`src/hdl/tbmc_regs.vh`:
```
`ifndef TBMC_REGS_VH
`define TBMC_REGS_VH

// register byte offsets inside the control window
`define TBMC_POSITION_OFF      12'h000
`define TBMC_MASTER_OFF        12'h004
`define TBMC_FLOW_OFF          12'h008

// master control fields
`define TBMC_MASTER_EN_BIT     31
`define TBMC_MASTER_HALT_BIT   9
`define TBMC_MASTER_BPRIV_BIT  8
`define TBMC_MASTER_WPRIV_BIT  7
`define TBMC_MASTER_STOP_BIT   6
`define TBMC_MASTER_START_BIT  5
`define TBMC_MASTER_MASK_MSB   4
`define TBMC_MASTER_MASK_LSB   0
`define TBMC_MASTER_RESET      32'h0000_0000

// position fields: pointer bits 14:3 active, wrap at bit 2
`define TBMC_PTR_MSB           14
`define TBMC_PTR_LSB           3
`define TBMC_PTR_W             12
`define TBMC_WRAP_BIT          2
`define TBMC_POSITION_RESET    32'h0000_0000

// flow fields: watermark as pointer, autohalt bit 1, autostop bit 0
`define TBMC_FLOW_HALT_BIT     1
`define TBMC_FLOW_STOP_BIT     0
`define TBMC_FLOW_RESET        32'h0000_0000

// largest usable mask value for a 12-bit pointer
`define TBMC_MASK_MAX          5'h0b

// protection bit that marks a privileged access
`define TBMC_HPROT_PRIV_BIT    1

`endif

```
`src/hdl/tbmc_master_ctrl.v`:
```
`timescale 1ns/1ps
`include "tbmc_regs.vh"

// Function
// - enabled: write packet, then advance pointer
// - watermark autostop clears trace enable
// - start input with allow sets enable
// - stop input clears enable after packet write
// - autostop blocks start until pointer/watermark change
// - master bits 30..10 read zero
// - halt out = halt bit and debug allow
// - watermark autohalt sets halt bit
// - buffer privileged bit blocks user RAM access
// - user/privileged taken from HPROT[1] only
// - write privileged bit blocks user register writes
// - mask sets circular buffer size
// - wrap sets flag, clears low bits
// - oversize mask acts as largest mask
// - master writable, hardware updates enable/halt
// - pointer bits 14:3 active, wrap bit 2
// - pointer equals watermark triggers stop/halt
module tbmc_master_ctrl (
  input  wire        sys_clk,
  input  wire        rst,
  // ahb-lite control register slave
  input  wire        hsel_reg,
  input  wire        hsel_ram,
  input  wire [11:0] haddr,
  input  wire [1:0]  htrans,
  input  wire        hwrite,
  input  wire [3:0]  hprot,
  input  wire        hready,
  input  wire [31:0] hwdata,
  output wire [31:0] hrdata,
  output wire        hready_out,
  output wire        hresp,
  // bus path to trace ram
  output wire        bus_ram_en,
  output wire        bus_ram_we,
  output wire [9:0]  bus_ram_addr,
  output wire [31:0] bus_ram_wdata,
  input  wire [31:0] bus_ram_rdata,
  // trace packets from the core
  input  wire        pkt_valid,
  output wire        pkt_ready,
  input  wire [63:0] pkt_data,
  output reg         trace_ram_we,
  output reg  [12:0] trace_ram_addr,
  output reg  [31:0] trace_ram_wdata,
  // external pins
  input  wire        trace_start_in,
  input  wire        trace_stop_in,
  input  wire        invasive_debug_allow,
  output wire        debug_halt_out
);

  localparam [2:0] ST_IDLE = 3'b001;
  localparam [2:0] ST_LOW  = 3'b010;
  localparam [2:0] ST_HIGH = 3'b100;

  reg  [2:0]  pin_s1_reg;
  reg  [2:0]  pin_s2_reg;
  reg  [2:0]  pin_s3_reg;
  reg  [2:0]  pin_lvl_reg;
  reg         en_reg;
  reg         halt_request_bit;
  reg         buffer_privileged_only;
  reg         control_write_privileged;
  reg         stop_input_allow;
  reg         start_input_allow;
  reg  [4:0]  mask_reg;
  reg  [11:0] ptr_reg;
  reg  [11:0] ptr_next;
  reg         wrap_reg;
  reg  [11:0] mark_reg;
  reg         auto_halt_reg;
  reg         auto_stop_reg;
  reg         mark_lock_reg;
  reg  [2:0]  state_reg;
  reg  [63:0] pkt_hold_reg;
  reg         dp_reg_reg;
  reg         dp_ram_reg;
  reg         dp_write_reg;
  reg         dp_priv_reg;
  reg  [11:0] dp_addr_reg;
  reg  [31:0] reg_rdata;
  reg         en_next;
  reg         lock_next;

  wire        start_lvl = pin_lvl_reg[0];
  wire        stop_lvl  = pin_lvl_reg[1];
  wire        dbg_lvl   = pin_lvl_reg[2];
  wire        ap_valid  = hready & htrans[1];
  wire        ap_priv   = hprot[`TBMC_HPROT_PRIV_BIT];
  wire        ram_ok    = ap_priv | ~buffer_privileged_only;
  wire        dp_ram_ok = dp_priv_reg | ~buffer_privileged_only;
  wire        reg_wr    = dp_reg_reg & dp_write_reg &
                          (dp_priv_reg | ~control_write_privileged);
  wire        wr_pos    = reg_wr & (dp_addr_reg == `TBMC_POSITION_OFF);
  wire        wr_mst    = reg_wr & (dp_addr_reg == `TBMC_MASTER_OFF);
  wire        wr_flow   = reg_wr & (dp_addr_reg == `TBMC_FLOW_OFF);
  wire [11:0] new_ptr   = hwdata[`TBMC_PTR_MSB:`TBMC_PTR_LSB];
  wire [11:0] new_mark  = hwdata[`TBMC_PTR_MSB:`TBMC_PTR_LSB];
  wire        mark_hit  = (ptr_reg == mark_reg);
  wire        pkt_done  = state_reg[2];
  // oversize masks collapse to the largest buffer
  wire [4:0]  mask_eff  = (mask_reg > `TBMC_MASK_MAX) ? `TBMC_MASK_MAX : mask_reg;
  wire [11:0] low_bits  = ({11'h000, 1'b1} << (mask_eff + 5'h01)) - 12'h001;
  wire        at_edge   = ((ptr_reg & low_bits) == low_bits);

  // three-stage pin synchroniser; level follows once stages two and three agree
  genvar gi;
  generate
    for (gi = 0; gi < 3; gi = gi + 1)
    begin : g_pin
      wire pin_raw = (gi == 0) ? trace_start_in :
                     (gi == 1) ? trace_stop_in : invasive_debug_allow;
      always @(posedge sys_clk or posedge rst)
      begin
        if (rst)
        begin
          pin_s1_reg[gi]  <= 1'b0;
          pin_s2_reg[gi]  <= 1'b0;
          pin_s3_reg[gi]  <= 1'b0;
          pin_lvl_reg[gi] <= 1'b0;
        end
        else
        begin
          pin_s1_reg[gi] <= pin_raw;
          pin_s2_reg[gi] <= pin_s1_reg[gi];
          pin_s3_reg[gi] <= pin_s2_reg[gi];
          if (pin_s2_reg[gi] == pin_s3_reg[gi])
            pin_lvl_reg[gi] <= pin_s3_reg[gi];
        end
      end
    end
  endgenerate

  // pointer step: wrap only the masked low bits, upper bits stay put
  always @*
  begin
    if (at_edge)
      ptr_next = ptr_reg & ~low_bits;
    else
      ptr_next = ptr_reg + 12'h001;
  end

  // enable and autostop lock; a stop acts only between packet writes
  always @*
  begin
    en_next   = en_reg;
    lock_next = mark_lock_reg;
    // software moving pointer or watermark releases the lock
    if ((wr_pos && new_ptr != ptr_reg) || (wr_flow && new_mark != mark_reg))
      lock_next = 1'b0;
    if (wr_mst)
      en_next = hwdata[`TBMC_MASTER_EN_BIT];
    if (start_input_allow && start_lvl && !mark_lock_reg)
      en_next = 1'b1;
    if (state_reg[0] || pkt_done)
    begin
      if (stop_input_allow && stop_lvl)
        en_next = 1'b0;
      if (auto_stop_reg && mark_hit && en_reg)
      begin
        en_next   = 1'b0;
        lock_next = 1'b1;
      end
    end
  end

  // master control register
  always @(posedge sys_clk or posedge rst)
  begin
    if (rst)
    begin
      en_reg                   <= 1'b0;
      mark_lock_reg            <= 1'b0;
      halt_request_bit         <= 1'b0;
      buffer_privileged_only   <= 1'b0;
      control_write_privileged <= 1'b0;
      stop_input_allow         <= 1'b0;
      start_input_allow        <= 1'b0;
      mask_reg                 <= 5'h00;
    end
    else
    begin
      en_reg        <= en_next;
      mark_lock_reg <= lock_next;
      if (wr_mst)
      begin
        buffer_privileged_only   <= hwdata[`TBMC_MASTER_BPRIV_BIT];
        control_write_privileged <= hwdata[`TBMC_MASTER_WPRIV_BIT];
        stop_input_allow         <= hwdata[`TBMC_MASTER_STOP_BIT];
        start_input_allow        <= hwdata[`TBMC_MASTER_START_BIT];
        mask_reg <= hwdata[`TBMC_MASTER_MASK_MSB:`TBMC_MASTER_MASK_LSB];
      end
      // hardware set beats a software clear in the same cycle
      if (auto_halt_reg && mark_hit)
        halt_request_bit <= 1'b1;
      else if (wr_mst)
        halt_request_bit <= hwdata[`TBMC_MASTER_HALT_BIT];
    end
  end

  // position and flow; a software pointer write beats the packet advance
  always @(posedge sys_clk or posedge rst)
  begin
    if (rst)
    begin
      ptr_reg       <= 12'h000;
      wrap_reg      <= 1'b0;
      mark_reg      <= 12'h000;
      auto_halt_reg <= 1'b0;
      auto_stop_reg <= 1'b0;
    end
    else
    begin
      if (wr_pos)
      begin
        ptr_reg  <= new_ptr;
        wrap_reg <= hwdata[`TBMC_WRAP_BIT];
      end
      else if (pkt_done)
      begin
        ptr_reg <= ptr_next;
        if (at_edge)
          wrap_reg <= 1'b1;
      end
      if (wr_flow)
      begin
        mark_reg      <= new_mark;
        auto_halt_reg <= hwdata[`TBMC_FLOW_HALT_BIT];
        auto_stop_reg <= hwdata[`TBMC_FLOW_STOP_BIT];
      end
    end
  end

  // packet writer: low word then high word, pointer moves after the high word
  assign pkt_ready = en_reg & state_reg[0] & ~(auto_stop_reg & mark_hit);
  always @(posedge sys_clk or posedge rst)
  begin
    if (rst)
    begin
      state_reg       <= ST_IDLE;
      pkt_hold_reg    <= 64'h0000_0000_0000_0000;
      trace_ram_we    <= 1'b0;
      trace_ram_addr  <= 13'h0000;
      trace_ram_wdata <= 32'h0000_0000;
    end
    else
    begin
      case (state_reg)
        ST_IDLE:
        begin
          trace_ram_we <= 1'b0;
          if (pkt_valid && pkt_ready) // with autostop set, a pointer sitting on the mark takes nothing
          begin
            pkt_hold_reg    <= pkt_data;
            trace_ram_we    <= 1'b1;
            trace_ram_addr  <= {ptr_reg, 1'b0};
            trace_ram_wdata <= pkt_data[31:0];
            state_reg       <= ST_LOW;
          end
        end
        ST_LOW:
        begin
          trace_ram_we    <= 1'b1;
          trace_ram_addr  <= {ptr_reg, 1'b1};
          trace_ram_wdata <= pkt_hold_reg[63:32];
          state_reg       <= ST_HIGH;
        end
        ST_HIGH:
        begin
          trace_ram_we <= 1'b0;
          state_reg    <= ST_IDLE;
        end
        default:
        begin
          trace_ram_we <= 1'b0;
          state_reg    <= ST_IDLE;
        end
      endcase
    end
  end

  // ahb address phase captured for the data phase
  always @(posedge sys_clk or posedge rst)
  begin
    if (rst)
    begin
      dp_reg_reg   <= 1'b0;
      dp_ram_reg   <= 1'b0;
      dp_write_reg <= 1'b0;
      dp_priv_reg  <= 1'b0;
      dp_addr_reg  <= 12'h000;
    end
    else if (hready)
    begin
      dp_reg_reg   <= ap_valid & hsel_reg;
      dp_ram_reg   <= ap_valid & hsel_ram;
      dp_write_reg <= hwrite;
      dp_priv_reg  <= ap_priv;
      dp_addr_reg  <= haddr;
    end
  end

  // register read mux; reads never checked for privilege, unmapped reads zero
  always @*
  begin
    case (dp_addr_reg)
      `TBMC_POSITION_OFF: reg_rdata = {17'h00000, ptr_reg, wrap_reg, 2'b00};
      `TBMC_MASTER_OFF:   reg_rdata = {en_reg, 21'h000000, halt_request_bit,
                                       buffer_privileged_only, control_write_privileged,
                                       stop_input_allow, start_input_allow,
                                       mask_reg};
      `TBMC_FLOW_OFF:     reg_rdata = {17'h00000, mark_reg, 1'b0, auto_halt_reg,
                                       auto_stop_reg};
      default:            reg_rdata = 32'h0000_0000;
    endcase
  end

  // ram path: user accesses read zero and never write when restricted
  assign bus_ram_en    = ap_valid & hsel_ram & ram_ok & ~hwrite;
  assign bus_ram_addr  = haddr[11:2];
  assign bus_ram_we    = dp_ram_reg & dp_write_reg & dp_ram_ok;
  assign bus_ram_wdata = hwdata;
  assign hrdata        = dp_reg_reg ? reg_rdata :
                         (dp_ram_reg && dp_ram_ok) ? bus_ram_rdata : 32'h0000_0000;
  assign hready_out    = 1'b1;
  assign hresp         = 1'b0;

  // halt leaves only while invasive debug is allowed
  assign debug_halt_out = halt_request_bit & dbg_lvl;

endmodule // tbmc_master_ctrl

```
`config.mk`:
```
export PLATFORM = sky130hd
export DESIGN_NAME = tbmc_master_ctrl
export DESIGN_NICKNAME = d
export VERILOG_FILES = /design/src/hdl/tbmc_master_ctrl.v
export VERILOG_INCLUDE_DIRS = /design/src /design/src/hdl
export SDC_FILE = /design/constraint.sdc
export NUM_CORES = 1
export LEC_CHECK = 0
export BUFFER_PORTS_ARGS = -buffer_cell sky130_fd_sc_hd__buf_4
export CORE_MARGIN = 2
export CORE_UTILIZATION = 45
export DETAILED_ROUTE_END_ITERATION = 7
export PLACE_DENSITY_LB_ADDON = 0.15
export SYNTH_ARGS = -nofsm -noshare
export SYNTH_HDL_FRONTEND = slang
export SYNTH_SLANG_ARGS = --single-unit
```
`constraint.sdc`:
```
create_clock -name sys_clk -period 4.1 [get_ports sys_clk]
set_clock_uncertainty 0.2 [all_clocks]
set_input_delay 0 -clock sys_clk [delete_from_list [all_inputs] [get_ports sys_clk]]
set_output_delay 0 -clock sys_clk [all_outputs]
set_load 0.02 [all_outputs]
```
==> impl_metrics.env <==
export IMPL_postLayoutCellArea_mm2=0.0114
export IMPL_startpoint="mask_reg[4]"
export IMPL_cp_slowest_cell="dfrtp_1"
export IMPL_arrival_ns=3.30
export IMPL_ir_drop_v=0.000449
export IMPL_nNetsFinal=1197
export IMPL_dr_first_iter_drc_count=421
export IMPL_grt_usage_pct=25.2
export IMPL_grt_antenna_before_repair=0
export IMPL_crit_family="simple AND/OR/NAND/NOR gates"
export IMPL_gp_congestion=0.900
export IMPL_ys_types=67
export IMPL_cp_end_kind="flop"
export IMPL_worstPathMaxFanout=14
export IMPL_syn_avg_cell_area_um2=10.8
export IMPL_clkLatencyLatePin_ns=0.42
export IMPL_drv_slew=0
export IMPL_synth_main_ff_cell="dfrtp_1"
export IMPL_cts_tree="yes"
export IMPL_io_buffers=243
export IMPL_r2r_slack_ns=0.95
export IMPL_drt_vias_per_instance=5.32
export IMPL_layout_common_cells="252 x buf_4, 147 x dfrtp_1, 135 x dlygate4sd3_1"
export IMPL_clk_path_buf_depth=2
export IMPL_num_fill_cells=1255
export IMPL_fp_dieH_um=136
export IMPL_cp_num_buf_inv=0
export IMPL_required_ns=4.24
export IMPL_die_width_um=136
export IMPL_cap_violations=0
export IMPL_power_total_mw=6.01
export IMPL_rsz0062_at_grt="false"
export IMPL_diodes=0
export IMPL_core_region_area_mm2=0.0171
export IMPL_relSlewSlack_pct=30.8
export IMPL_hold_violations=0
export IMPL_htreeDepth=4
export IMPL_final_util_pct=66.5
export IMPL_synth_edff_count=0
export IMPL_worst_hold_slack_ns=0.0328
export IMPL_placed_area_mm2=0.00944
export IMPL_period_share_pct=76.9
export IMPL_hold_start="trace_stop_in"
export IMPL_min_path_type="in -> reg"
export IMPL_syn_area_mm2=0.00782
export IMPL_layout_drive_gt1_share_pct=35.6
export IMPL_detail_route_antenna_nets=0
export IMPL_num_vias=6788
export IMPL_cts_root_buffer="clkbuf_16"
export IMPL_place_detailed_hpwl_mm=15.4
export IMPL_drcViolationCount=0
export IMPL_cts_sink_count=148
export IMPL_power_density_mw_per_mm2=528
export IMPL_synth_area_top_cells="dfrtp_1 47%, mux2_2 10%, mux2i_1 6.5%, buf_4 4.2%, o21ai_0 3.6%"
export IMPL_dieArea_mm2=0.0184
export IMPL_max_stage_delay_ns=0.51
export IMPL_netlist_instances=724
export IMPL_routed_wl_mm=23.3
export IMPL_postCtsSetupRepairBufs=0
export IMPL_wl_per_cell_um=18.2
export IMPL_rows=48
export IMPL_clk_transition_reported_paths_ns=0.06
export IMPL_grt_ovfl_total=0
export IMPL_worstPathCellList="nor3_2 > nand2_1 > ha_1 > a21boi_0 > o31ai_1 > nand4_2 > nor2_4 > mux2_1 > a21oi_1"
export IMPL_area_delta_synth_final_pct=45.5
export IMPL_layout_commonest_cell="buf_4"
export IMPL_start_util_pct=45.7
export IMPL_status="finished, final reports clean"
export IMPL_fin_tns_setup_ns=0
export IMPL_ys_ff_latch=148
export IMPL_ys_async_sr_fraction_pct=100
export IMPL_cts_made_buffers=17
export IMPL_p_leak_nw=5.29
export IMPL_crit_path_start_kind="flop"
export IMPL_dr_pass1_iters=4
export IMPL_worst_pin_slew_ns=1.04
export IMPL_period_needed_ns=3.15
export IMPL_path_class="reg -> reg"
export IMPL_seq_area_frac_synth_pct=47.4
export IMPL_grt_pass1_wl_mm=36.1
export IMPL_r2r_start="mask_reg[4]"
export IMPL_grt_max_degree=85
export IMPL_first_global_vias=7044
export IMPL_netlist_area_leader_share_pct=47.0
export IMPL_ios=282
export IMPL_setup_viol_count_final=0
export IMPL_synth_largest_area_cell="dfrtp_1"
export IMPL_fmax_mhz=317
export IMPL_yosysWarnings=0
[power breakdown]
group | switching, mW | internal, mW | leakage, nW
logic | 1.13 | 1.08 | 3.27
clock network | 0.632 | 0.893 | 0.278
registers | 0.364 | 1.91 | 1.74
total | 2.13 | 3.88 | 5.29
[cell families after synthesis]
family	after synthesis	share of synthesized area [%]
simple gates	170	11.6
flops	148	47.4
mux	134	18.5
compound gates	121	9.63
buf+inv	105	7.78
xor+xnor	39	4.37
fa+ha+maj	5	0.704
other cells	2	0.0961
[metal layers]
layer / up-vias / track usage [%] / wire (um)
met5: - / 0 / 0
met4: 0 / 10.2 / 625
met3: 47 / 7.76 / 2040
met2: 315 / 43.8 / 11700
met1: 3315 / 29.0 / 8960
li1: 3111 / - / -
[through the flow]
stage | cells | setup WS (ns)
4_1_cts | 1277 | 0.981
3_3_place_gp | 1110 | 1.04
5_1_grt | 1277 | 0.630
3_5_place_dp | 1110 | 0.993
2_1_floorplan | 725 | 1.35
6_report | 1277 | 0.947
[cell usage after synthesis, types with 11 or more instances]
| master | number |
|---|---|
| buf_4 | 44 |
| xnor2_1 | 14 |
| mux2i_1 | 51 |
| mux2_2 | 71 |
| and2_1 | 18 |
| xor2_1 | 25 |
| a21oi_1 | 22 |
| buf_2 | 21 |
| inv_1 | 11 |
| clkbuf_1 | 24 |
| a22o_1 | 14 |
| mux2_1 | 12 |
| nand3_1 | 11 |
| nand2_1 | 68 |
| dfrtp_1 | 147 |
| o21ai_0 | 57 |
| nor2_1 | 22 |
[final cells by class]
cell class | count | area [um2] | area share (%)
clock inverter | 12 | 120 | 1.06
sequential | 148 | 3700 | 32.6
tap | 225 | 282 | 2.47
inverter | 13 | 52.6 | 0.462
timing repair buffer | 387 | 3240 | 28.5
clock buffer | 20 | 467 | 4.10
multi-input combinational | 472 | 3510 | 30.8
[final timing paths]
path,endpoint,cells after the start
hold / removal,pin_s1_reg[1],2
setup reg to reg,ptr_reg[4],9
max in group asynchronous,mark_reg[7],4
min in group asynchronous,pkt_hold_reg[38],4
hold reg to reg,pin_s2_reg[1],0
setup / recovery,ptr_reg[4],9
[repair_timing]
| item | in CTS | in global routing |
|---|---|---|
| gates resized for setup | 0 | 0 |
| endpoints found under the hold margin | 284 | 0 |
| hold buffers | 135 | 0 |
Note: power is estimated with default switching activity, not from simulation.
